File: config.mk
export PLATFORM = sky130hd
export DESIGN_NAME = sync_serial_shift_engine
export DESIGN_NICKNAME = d
export VERILOG_FILES = /design/src/shared/sync_serial_pkg.sv /design/src/verilog/sync_serial_shift_engine.sv
export VERILOG_INCLUDE_DIRS = /design/src /design/src/shared
export SDC_FILE = /design/constraint.sdc
export NUM_CORES = 1
export LEC_CHECK = 0
export BUFFER_PORTS_ARGS = -buffer_cell sky130_fd_sc_hd__buf_4
export CAP_MARGIN = 10
export CORE_AREA = 2 2 163 165
export DETAILED_ROUTE_END_ITERATION = 10
export DIE_AREA = 0 0 165 167
export PLACE_DENSITY_LB_ADDON = 0.3
export SLEW_MARGIN = 0
export SYNTH_ARGS = -nofsm -noshare
export SYNTH_HDL_FRONTEND = slang
export SYNTH_HIERARCHICAL = 1
export SYNTH_SLANG_ARGS = --single-unit
File: constraint.sdc
create_clock -name clock_i -period 12.9 [get_ports clock_i]
set_input_delay 0 -clock clock_i [delete_from_list [all_inputs] [get_ports clock_i]]
set_output_delay 0 -clock clock_i [all_outputs]
set_load 0.02 [all_outputs]
File: src/shared/sync_serial_params.svh
// Offsets, field positions, reset values and timing counts of the serial shift engine.
// Assumes the includer compiles it once per unit; the guard stops double definition.
`ifndef SYNC_SERIAL_PARAMS_SVH
`define SYNC_SERIAL_PARAMS_SVH

// ==========================================================
// Register byte offsets in the memory-mapped config region
`define SSE_OFF_CONTROL 12'hcd0
`define SSE_OFF_TX 12'hcd1
`define SSE_OFF_COMMAND 12'hcd2
`define SSE_OFF_STATUS 12'hcd3
`define SSE_OFF_RX 12'hcd4

// ==========================================================
// Control field positions and reset value
`define SSE_CTL_MSB_FIRST 0
`define SSE_CTL_IDLE_LOW 1
`define SSE_CTL_LATE_PHASE 2
`define SSE_CTL_DONE_IRQ 3
`define SSE_CTL_DIV_LO 4
`define SSE_CTL_DIV_HI 6
`define SSE_CTL_RESET 7'h00

// ==========================================================
// Status field positions
`define SSE_STA_DONE 0
`define SSE_STA_BUSY 1

// ==========================================================
// Timing: edges per byte, smallest half period in system clocks
`define SSE_EDGES 5'h10
`define SSE_HALF_MIN 9'h002
`define SSE_FIFO_DEPTH 16

`endif

File: src/shared/sync_serial_pkg.sv
// Types shared by the serial shift engine.
// Assumes nothing beyond a SystemVerilog compiler.
package sync_serial_pkg;

   typedef enum logic [1:0]
   {
      CMD_NONE,
      CMD_TX,
      CMD_RX,
      CMD_TXRX
   } command_e;

   typedef enum logic [2:0]
   {
      ST_IDLE,
      ST_START,
      ST_RUN,
      ST_TAIL,
      ST_GAP
   } engine_e;

   typedef struct packed
   {
      engine_e st;
      logic [6:0] ctl;
      logic [7:0] tx;
      logic [1:0] cmd;
      logic busy;
      logic done;
      logic [7:0] half_cnt;
      logic [4:0] edge_cnt;
      logic [2:0] bit_idx;
      logic [7:0] rx;
      logic sclk;
      logic dout;
      logic push;
      logic [7:0] rdata;
   } engine_s;

endpackage

File: src/verilog/sync_serial_shift_engine.sv
// Byte-wide synchronous serial master with its register port and a receive FIFO.
// Assumes a single system clock; the register port is sampled on that clock and
// the serial peripheral samples and drives on the produced serial clock edges.
`include "sync_serial_params.svh"

// ==========================================================
// Receive FIFO
module byte_fifo #(
   parameter int WIDTH = 8,
   parameter int DEPTH = 16
)
(
   input wire logic clock_i, // System clock
   input wire logic rst_n_i, // Synchronised reset, active low
   input wire logic in_valid_i, // Producer has a word
   output logic in_ready_o, // Room for a word
   input wire logic [WIDTH-1:0] in_data_i, // Word to store
   output logic out_valid_o, // A word is waiting
   input wire logic out_ready_i, // Consumer takes the word
   output logic [WIDTH-1:0] out_data_o // Oldest word
);
   localparam int AW = $clog2(DEPTH);

   typedef struct packed
   {
      logic [DEPTH-1:0][WIDTH-1:0] mem;
      logic [AW:0] wr;
      logic [AW:0] rd;
   } fifo_s;

   fifo_s s_reg;
   fifo_s s_next;
   logic full;
   logic empty;

   assign empty = s_reg.wr == s_reg.rd;
   assign full = (s_reg.wr[AW] != s_reg.rd[AW]) && (s_reg.wr[AW-1:0] == s_reg.rd[AW-1:0]);
   assign in_ready_o = !full;
   assign out_valid_o = !empty;
   assign out_data_o = s_reg.mem[s_reg.rd[AW-1:0]];

   always_comb
   begin
      s_next = s_reg;
      if (in_valid_i && !full)
      begin
         s_next.mem[s_reg.wr[AW-1:0]] = in_data_i;
         s_next.wr = s_reg.wr + 1'b1;
      end
      if (out_ready_i && !empty)
      begin
         s_next.rd = s_reg.rd + 1'b1;
      end
   end

   always_ff @(posedge clock_i or negedge rst_n_i)
   begin
      if (!rst_n_i)
      begin
         s_reg <= '0;
      end
      else
      begin
         s_reg <= s_next;
      end
   end
endmodule // byte_fifo

// ==========================================================
// Serial shift engine
module sync_serial_shift_engine
   import sync_serial_pkg::*;
(
   input wire logic clock_i, // System clock, 20 MHz
   input wire logic rst_n_i, // Asynchronous reset, active low
   input wire logic [11:0] reg_addr_i, // Register byte offset
   input wire logic reg_wr_i, // Register write strobe
   input wire logic [7:0] reg_wdata_i, // Write data
   input wire logic reg_rd_i, // Register read strobe
   output logic [7:0] reg_rdata_o, // Read data, one clock after strobe
   output logic serial_clock_out_o, // Serial clock pin
   output logic serial_data_out_o, // Serial data pin toward peripheral
   input wire logic serial_data_in_i, // Serial data pin from peripheral
   output logic done_irq_o // Completion interrupt request, level
);
   engine_s s_reg;
   engine_s s_next;
   logic rst_n;
   logic [1:0] rst_sync_reg;
   logic fifo_in_ready;
   logic fifo_out_valid;
   logic [7:0] fifo_out_data;
   logic rx_pop;
   logic wr_ctl;
   logic wr_tx;
   logic wr_cmd;
   logic wr_sta;
   logic idle_low;
   logic late;
   logic wants_rx;
   logic tx_bit;

   // Reset is released through two flops; asserting stays asynchronous
   always_ff @(posedge clock_i or negedge rst_n_i)
   begin
      if (!rst_n_i)
      begin
         rst_sync_reg <= 2'h0;
      end
      else
      begin
         rst_sync_reg <= {rst_sync_reg[0], 1'b1};
      end
   end
   assign rst_n = rst_sync_reg[1];

   assign wr_ctl = reg_wr_i && (reg_addr_i == `SSE_OFF_CONTROL);
   assign wr_tx = reg_wr_i && (reg_addr_i == `SSE_OFF_TX);
   assign wr_cmd = reg_wr_i && (reg_addr_i == `SSE_OFF_COMMAND);
   assign wr_sta = reg_wr_i && (reg_addr_i == `SSE_OFF_STATUS);
   assign rx_pop = reg_rd_i && (reg_addr_i == `SSE_OFF_RX);
   assign idle_low = s_reg.ctl[`SSE_CTL_IDLE_LOW];
   assign late = s_reg.ctl[`SSE_CTL_LATE_PHASE];
   assign wants_rx = s_reg.cmd[1];
   // Bit order picks which transmit bit goes next
   assign tx_bit = s_reg.ctl[`SSE_CTL_MSB_FIRST] ? s_reg.tx[3'h7 - s_reg.bit_idx]
                                                 : s_reg.tx[s_reg.bit_idx];

   // Receive bytes queue here; a full queue holds off the next receive
   byte_fifo #(
      .WIDTH(8),
      .DEPTH(`SSE_FIFO_DEPTH)
   ) rx_fifo (
      .clock_i(clock_i),
      .rst_n_i(rst_n),
      .in_valid_i(s_reg.push),
      .in_ready_o(fifo_in_ready),
      .in_data_i(s_reg.rx),
      .out_valid_o(fifo_out_valid),
      .out_ready_i(rx_pop),
      .out_data_o(fifo_out_data)
   );

   always_comb
   begin
      s_next = s_reg;
      s_next.push = 1'b0;
      s_next.rdata = 8'h00;
      // ==========================================================
      // Register reads
      if (reg_rd_i)
      begin
         unique case (reg_addr_i)
            `SSE_OFF_CONTROL: s_next.rdata = {1'b0, s_reg.ctl};
            `SSE_OFF_TX: s_next.rdata = s_reg.tx;
            `SSE_OFF_COMMAND: s_next.rdata = {6'h00, s_reg.cmd};
            `SSE_OFF_STATUS: s_next.rdata = {6'h00, s_reg.busy, s_reg.done};
            `SSE_OFF_RX: s_next.rdata = fifo_out_valid ? fifo_out_data : 8'h00;
            default: s_next.rdata = 8'h00;
         endcase
      end
      // ==========================================================
      // Register writes; bit 7 of control is not stored
      if (wr_ctl)
      begin
         s_next.ctl = reg_wdata_i[6:0];
      end
      if (wr_tx)
      begin
         s_next.tx = reg_wdata_i;
      end
      if (wr_sta && reg_wdata_i[`SSE_STA_DONE])
      begin
         s_next.done = 1'b0;
      end
      // ==========================================================
      // Shift engine
      unique case (s_reg.st)
         ST_IDLE:
         begin
            // Idle level follows the idle-low bit only
            s_next.sclk = !idle_low;
            if (wr_cmd)
            begin
               s_next.cmd = reg_wdata_i[1:0];
               if (reg_wdata_i[1:0] != CMD_NONE)
               begin
                  s_next.busy = 1'b1;
                  s_next.st = ST_START;
               end
            end
         end
         ST_START:
         begin
            // Receive waits for queue room so no byte is dropped
            if (!wants_rx || fifo_in_ready)
            begin
               s_next.half_cnt = 8'((`SSE_HALF_MIN << s_reg.ctl[6:4]) - 9'h001);
               s_next.edge_cnt = 5'h00;
               s_next.bit_idx = 3'h0;
               s_next.rx = 8'h00;
               if (late && s_reg.cmd[0])
               begin
                  s_next.dout = tx_bit;
                  s_next.bit_idx = 3'h1;
               end
               s_next.st = ST_RUN;
            end
         end
         ST_RUN:
         begin
            if (s_reg.half_cnt != 8'h00)
            begin
               s_next.half_cnt = s_reg.half_cnt - 8'h01;
            end
            else
            begin
               s_next.half_cnt = 8'((`SSE_HALF_MIN << s_reg.ctl[6:4]) - 9'h001);
               s_next.sclk = !s_reg.sclk;
               s_next.edge_cnt = s_reg.edge_cnt + 5'h01;
               // edge_cnt even means this is an odd-numbered edge
               if (late == s_reg.edge_cnt[0])
               begin
                  // Drive edge: odd in normal phase, even in late
                  if (s_reg.cmd[0] && s_reg.edge_cnt != 5'h0f)
                  begin
                     s_next.dout = tx_bit;
                     s_next.bit_idx = s_reg.bit_idx + 3'h1;
                  end
               end
               else if (wants_rx)
               begin
                  // Sample edge: even normal, odd late
                  s_next.rx = s_reg.ctl[`SSE_CTL_MSB_FIRST] ? {s_reg.rx[6:0], serial_data_in_i}
                                                            : {serial_data_in_i, s_reg.rx[7:1]};
               end
               if (s_reg.edge_cnt == `SSE_EDGES - 5'h01)
               begin
                  s_next.st = late ? ST_GAP : ST_TAIL;
               end
            end
         end
         ST_TAIL:
         begin
            // Normal phase ends half a period after the final edge
            if (s_reg.half_cnt != 8'h00)
            begin
               s_next.half_cnt = s_reg.half_cnt - 8'h01;
            end
            else
            begin
               s_next.st = ST_GAP;
            end
         end
         ST_GAP:
         begin
            // Completion, then one idle clock before the next command
            s_next.busy = 1'b0;
            s_next.done = 1'b1;
            s_next.push = wants_rx;
            s_next.st = ST_IDLE;
         end
         default:
         begin
            s_next.st = ST_IDLE;
         end
      endcase
   end

   always_ff @(posedge clock_i or negedge rst_n)
   begin
      if (!rst_n)
      begin
         s_reg.st <= ST_IDLE;
         s_reg.ctl <= `SSE_CTL_RESET;
         s_reg.tx <= 8'h00;
         s_reg.cmd <= 2'h0;
         s_reg.busy <= 1'b0;
         s_reg.done <= 1'b0;
         s_reg.half_cnt <= 8'h00;
         s_reg.edge_cnt <= 5'h00;
         s_reg.bit_idx <= 3'h0;
         s_reg.rx <= 8'h00;
         s_reg.sclk <= 1'b1;
         s_reg.dout <= 1'b0;
         s_reg.push <= 1'b0;
         s_reg.rdata <= 8'h00;
      end
      else
      begin
         s_reg.st <= s_next.st;
         s_reg.ctl <= s_next.ctl;
         s_reg.tx <= s_next.tx;
         s_reg.cmd <= s_next.cmd;
         s_reg.busy <= s_next.busy;
         s_reg.done <= s_next.done;
         s_reg.half_cnt <= s_next.half_cnt;
         s_reg.edge_cnt <= s_next.edge_cnt;
         s_reg.bit_idx <= s_next.bit_idx;
         s_reg.rx <= s_next.rx;
         s_reg.sclk <= s_next.sclk;
         s_reg.dout <= s_next.dout;
         s_reg.push <= s_next.push;
         s_reg.rdata <= s_next.rdata;
      end
   end

   assign reg_rdata_o = s_reg.rdata;
   assign serial_clock_out_o = s_reg.sclk;
   assign serial_data_out_o = s_reg.dout;
   assign done_irq_o = s_reg.done && s_reg.ctl[`SSE_CTL_DONE_IRQ];
endmodule // sync_serial_shift_engine

# [Word level (Yosys, flattened, before mapping)]
# Index checks and enable logic that the tools add are counted.
[op_classes] magnitude_cmp=5 addsub=7 muxes=45 n_shift=1 reduce_logical=36 eq_ne=27
[op_table] op="128-bit bitwise mux" n=1
[op_table] op="8-bit 2-to-1 mux" n=9
[op_table] op="12-bit equality test (second input constant)" n=5
[op_table] op="8-bit one-hot mux with 5 select lines" n=1
[op_table] op="8-bit binary-select mux with 4-bit select" n=1
[op_table] op="8-bit demux with 4-bit select" n=1
[op_table] op="16-bit one-hot mux with 2 select lines" n=1
[op_table] op="3-bit 2-to-1 mux" n=9
[op_table] op="24-bit 2-to-1 mux" n=1
[op_table] op="2-bit inequality test (second input constant)" n=12
[op_table] op="8-bit one-hot mux with 3 select lines" n=1
[op_table] op="18-bit 2-to-1 mux" n=1
[op_table] op="8-bit by 1-bit subtractor with 8-bit output (second input constant)" n=2
[op_table] op="5-bit by 1-bit adder with 5-bit output (second input constant)" n=3
[op_table] op="1-bit logical AND" n=13
[op_table] op="1-bit 2-to-1 mux" n=13
[op_table] op="3-bit one-hot mux with 4 select lines" n=1
[op_table] op="6-bit AND reduction" n=2
[op_table] op="4-bit by 5-bit less-than comparator with 1-bit output (second input constant)" n=2
[op_table] op="5-bit AND reduction" n=2
[op_table] op="2-bit nonzero test" n=5
[op_table] op="3-bit AND reduction" n=3
[op_table] op="3-bit by 4-bit less-than comparator with 1-bit output (second input constant)" n=2
[op_table] op="8-bit nonzero test" n=1
[op_table] op="other kinds (20)" n=29
[totals] output_inout_bits=11 wordCells=154 reg_bits=197 in_bits=25

# [Depth between registers and ports, before layout]
[depth] word_depth=8 mapped_depth=11 ltp_nobuf=8

# [Hierarchy]
# Netlist, hierarchy kept.
[by_module_without_submodules] mod="byte_fifo" seq_area_each_um2=3453.3 area_per_inst_um2=6587.6 instances=1 cells_each=425
[by_module_without_submodules] mod="sync_serial_shift_engine" seq_area_each_um2=1477.7 area_per_inst_um2=3326.9 instances=1 cells_each=330

# [Worst setup path after synthesis]
# No wires, ideal clock.
[synth_path] path_kind="reg-to-reg" startpoint="register s_reg[27] (netlist name)" endpoint="register s_reg, in the netlist serial_data_out_o" t_arrival_ns=2.062 synth_period_minus_slack_ns=2.187 setup_time_ns=0.125 path_buffers=1 stages_incl_launch_ff=9 path_slack_ns=10.713 required_ns=12.775 path_cell_list="dfrtp_1 > inv_1 > ha_1 > or4b_1 > buf_2 > nor3_4 > a21oi_1 > a211oi_2 > mux2_2"
[synth_lines] element="to (decl)" line_no="sync_serial_shift_engine.sv:86" source="engine_s s_reg;"

==> metrics.txt <==
hold slack=0.0707 ns; count of clock tree sinks=197; reg-to-reg critical path endpoint=reg_rdata_o[7]$_DFF_PN0_; Setup crit start kind=flip-flop; count of flip-flops with a built-in enable after synthesis=0; combined flip-flop and latch cell area=0.00494 sq mm; fraction of power consumed by combinational cells=11.3%; residual overflow from global routing=0; Row Count=59; drt wl/cell=19.6 um; maximum number of pins on one net before global-route repair=77; most utilized layer in the global route result=met2; Mapped Nets=791; finished layout cell area=0.0112 sq mm; CTS H-tree depth=4; number of I/O port buffers=35; run status=completed; timing-limited maximum frequency=317 MHz; share of the clock period used by the worst path after layout=24.5%; number of remaining DRC errors=0; top fanout value on the critical path=38; synthesized instance count=755; Antenna diodes=0; initial antenna violation count=0; Worst EP arrival=3.47 ns; switching share of total power=29.4%; library cell with the largest summed area after synthesis=sky130_fd_sc_hd__dfrtp_1; start point of the critical path=rx_fifo/s_reg[0]$_DFFE_PN0P_; post-synthesis sequential area ratio=49.7%; Post-CTS Setup Bufs=0; DRT antenna net count=0; instance count after placement with tap cells included=1080; Routability Congestion=0.755; most used flip-flop cell after synthesis=sky130_fd_sc_hd__dfrtp_1; Slew Limit Headroom=34.0%; Global Route met3 Usage=3.01%; Yosys top cell area share=49.5%; Detailed Route WL=22.1 mm; RSZ-0062 raised after global routing=false; TNS Setup=0 ns; CTS tree=yes; clk buf depth=2; Leakage Power=4.91 nW; synthesized area per cell=13.1 sq um; drt first pass iters=5; Fillers=2349; count of endpoints failing hold in the final timing report=0; met2 track demand over resource in global routing=26.0%; GR Util All Layers=17.1%; detailed router's first-iteration violation count=485; maximum resistive drop on vdd=0.0960 mV; # Max-Cap Violations=0; kind of path behind the tightest hold check=in2reg; Data required, critical path=13.21 ns; Die Outline Area=0.0276 sq mm; clock network power share=40.8%; power per standard cell area=126 mW/mm^2; HPWL after DPL=14.6 mm; y dimension of the die=167 um; Die Width=165 um; reg-to-reg slack, setup=9.74 ns; Layout area overhead=12.9%; Nets=815; global-route track usage on met1=25.2%; setup clock skew after layout=0.0224 ns; Worst-path clk slew=0.08 ns; number of buffers created by CTS=17; fraction of layout instances using a drive strength above 1=37.1%; Area contributors post-synth=sky130_fd_sc_hd__dfrtp_1 49%, sky130_fd_sc_hd__mux2_2 17%, sky130_fd_sc_hd__mux4_2 8.9%, sky130_fd_sc_hd__mux2i_1 1.7%, sky130_fd_sc_hd__a21oi_1 1.4%; clock insertion delay at the later pin of the skew report=0.45 ns; Period minus WS final=3.16 ns; Sequential Power Share=47.9%; Yosys cell types=63; destination of the critical timing path=reg_rdata_o[7]$_DFF_PN0_; Ports=36; non-filler cells in the finished layout=1127; total number of vias=6262; wire length of the first global-routing pass=36.0 mm; post-synthesis instance area=0.00991 sq mm; total of cells resized after clock tree synthesis=0; endpoint kind of the worst setup timing path=flip-flop; number of global-route vias before repair=6234; yosys warns=6; power consumption=1.42 mW; setup slack of the critical path after layout=9.74 ns; root buf cell=sky130_fd_sc_hd__clkbuf_16; Synth async-reset ratio=100%; area of combinational cells with multiple inputs=0.00467 sq mm; number of setup violations in the final report=0; transition time at the pin with the least slew margin=0.990 ns; core region area=0.0258 sq mm; per-cell via count in the routed design=5.56; total count of max-transition violations in the final report=0; Crit Reg-Reg Startpoint=rx_fifo/s_reg[0]$_DFFE_PN0P_; Largest register FFs=138; number of instances on the worst hold path=4; Post-Place Setup Slack=9.79 ns; total cell area at the placement stage=0.0104 sq mm; starting utilization of the core area=38.5%; Worst R2R Path Depth=8; internal power of the cells=1.00 mW; Yosys reg bits=197; path type of the worst setup path=reg2reg; final core utilization=43.5%; switching power=416 uW
[power by group through the flow]
stage	clock network (mW)	registers, mW	logic, mW
after floorplan	0	0.679	0.128
after global placement	0	0.689	0.155
after detailed placement	0	0.689	0.158
after CTS	0.592	0.677	0.161
after global routing	0.621	0.683	0.183
final	0.577	0.678	0.161
[synth_stat cells (12+ instances only)]
| library cell | instances |
|---|---|
| sky130_fd_sc_hd__clkbuf_1 | 23 |
| sky130_fd_sc_hd__nor3_1 | 12 |
| sky130_fd_sc_hd__mux4_2 | 39 |
| sky130_fd_sc_hd__o21ai_0 | 25 |
| sky130_fd_sc_hd__buf_2 | 12 |
| sky130_fd_sc_hd__nor2_1 | 27 |
| sky130_fd_sc_hd__dfrtp_1 | 196 |
| sky130_fd_sc_hd__nand3_1 | 16 |
| sky130_fd_sc_hd__nand2_1 | 33 |
| sky130_fd_sc_hd__a21oi_1 | 28 |
| sky130_fd_sc_hd__mux2_2 | 149 |
| sky130_fd_sc_hd__mux2i_1 | 17 |
[cell usage in the layout, fill, tap and decap left out, types with 3 or more instances in the layout]
cell,Yosys,routed
sky130_fd_sc_hd__dfrtp_1,196,194
sky130_fd_sc_hd__mux2_2,149,149
sky130_fd_sc_hd__buf_4,11,43
sky130_fd_sc_hd__mux4_2,39,39
sky130_fd_sc_hd__nand2_1,33,33
sky130_fd_sc_hd__a21oi_1,28,28
sky130_fd_sc_hd__nor2_1,27,27
sky130_fd_sc_hd__o21ai_0,25,25
sky130_fd_sc_hd__mux2i_1,17,17
sky130_fd_sc_hd__clkbuf_16,0,17
sky130_fd_sc_hd__nand3_1,16,16
sky130_fd_sc_hd__dlygate4sd3_1,0,15
sky130_fd_sc_hd__nor3_1,12,12
sky130_fd_sc_hd__inv_1,11,11
sky130_fd_sc_hd__nand4_1,11,11
sky130_fd_sc_hd__ha_1,11,11
sky130_fd_sc_hd__nor2b_1,10,10
sky130_fd_sc_hd__xnor2_1,9,9
sky130_fd_sc_hd__a22oi_1,8,8
sky130_fd_sc_hd__o2bb2ai_1,8,8
sky130_fd_sc_hd__a21oi_4,7,7
sky130_fd_sc_hd__xor2_1,6,6
sky130_fd_sc_hd__nor4_1,5,5
sky130_fd_sc_hd__a211oi_1,5,5
sky130_fd_sc_hd__inv_12,0,5
sky130_fd_sc_hd__clkinv_8,0,5
sky130_fd_sc_hd__a21oi_2,5,5
sky130_fd_sc_hd__and3_1,4,4
sky130_fd_sc_hd__nand2b_1,4,4
sky130_fd_sc_hd__o2111ai_2,4,4
sky130_fd_sc_hd__nor3b_1,3,3
sky130_fd_sc_hd__and4_1,3,3
sky130_fd_sc_hd__and2_1,3,3
sky130_fd_sc_hd__a31oi_1,3,3
sky130_fd_sc_hd__o22a_1,3,3
[cells by family after synthesis]
logic type,count (synthesis),share of synthesized area [%]
AO/OA/AOI/OAI,116,8.73
other,1,0.0378
multiplexers,205,27.5
AND/OR/NAND/NOR,145,7.90
adder cells (fa/ha/maj),11,1.39
flip-flops,197,49.7
XOR/XNOR,16,1.49
buffers and inverters,64,3.22
[timing repair]
action	4_1_cts	5_1_grt
setup endpoints to repair	0	0
hold buffers	15	0
endpoints found under the hold margin	28	0
[how the worst min path moves through the flow]
stage	slack [ns]	startpoint	end
global route	0.1	reg_wr_i	s_reg[35]$_DFFE_PN0P_
global placement	-0.22	rst_n_i	rst_sync_reg[0]$_DFF_PN0_
detailed placement	-0.22	rst_n_i	rst_sync_reg[0]$_DFF_PN0_
CTS	0.04	reg_wr_i	s_reg[35]$_DFFE_PN0P_
floorplan	-0.30	rst_n_i	rst_sync_reg[0]$_DFF_PN0_
finish	0.07	reg_wr_i	s_reg[35]$_DFFE_PN0P_
[layer usage]
layer | vias up | routed length, um
met5 | - | 0
met1 | 3291 | 10700
met4 | 0 | 251
met2 | 96 | 10500
met3 | 19 | 637
li1 | 2856 | -
[area by class of cell]
cell class | instances | share of cell area (%)
Tap cell | 335 | 3.74
Timing Repair Buffer | 58 | 4.22
Clock inverter | 15 | 2.08
Inverter | 11 | 0.369
Sequential cell | 197 | 44.1
Clock buffer | 17 | 3.80
Multi-Input combinational cell | 494 | 41.7
[worst max-delay path, stage by stage (launching register included)]
cell and delay, ns:
sky130_fd_sc_hd__dfrtp_2 0.34, sky130_fd_sc_hd__buf_4 0.59, sky130_fd_sc_hd__mux4_2 0.60, sky130_fd_sc_hd__mux4_2 0.55, sky130_fd_sc_hd__nand3_1 0.11, sky130_fd_sc_hd__nor2_1 0.05, sky130_fd_sc_hd__a31oi_1 0.13, sky130_fd_sc_hd__nor3_1 0.06
sky130_fd_sc_hd__dlygate4sd3_1 0.58
Note: power is estimated with default switching activity, not from simulation.
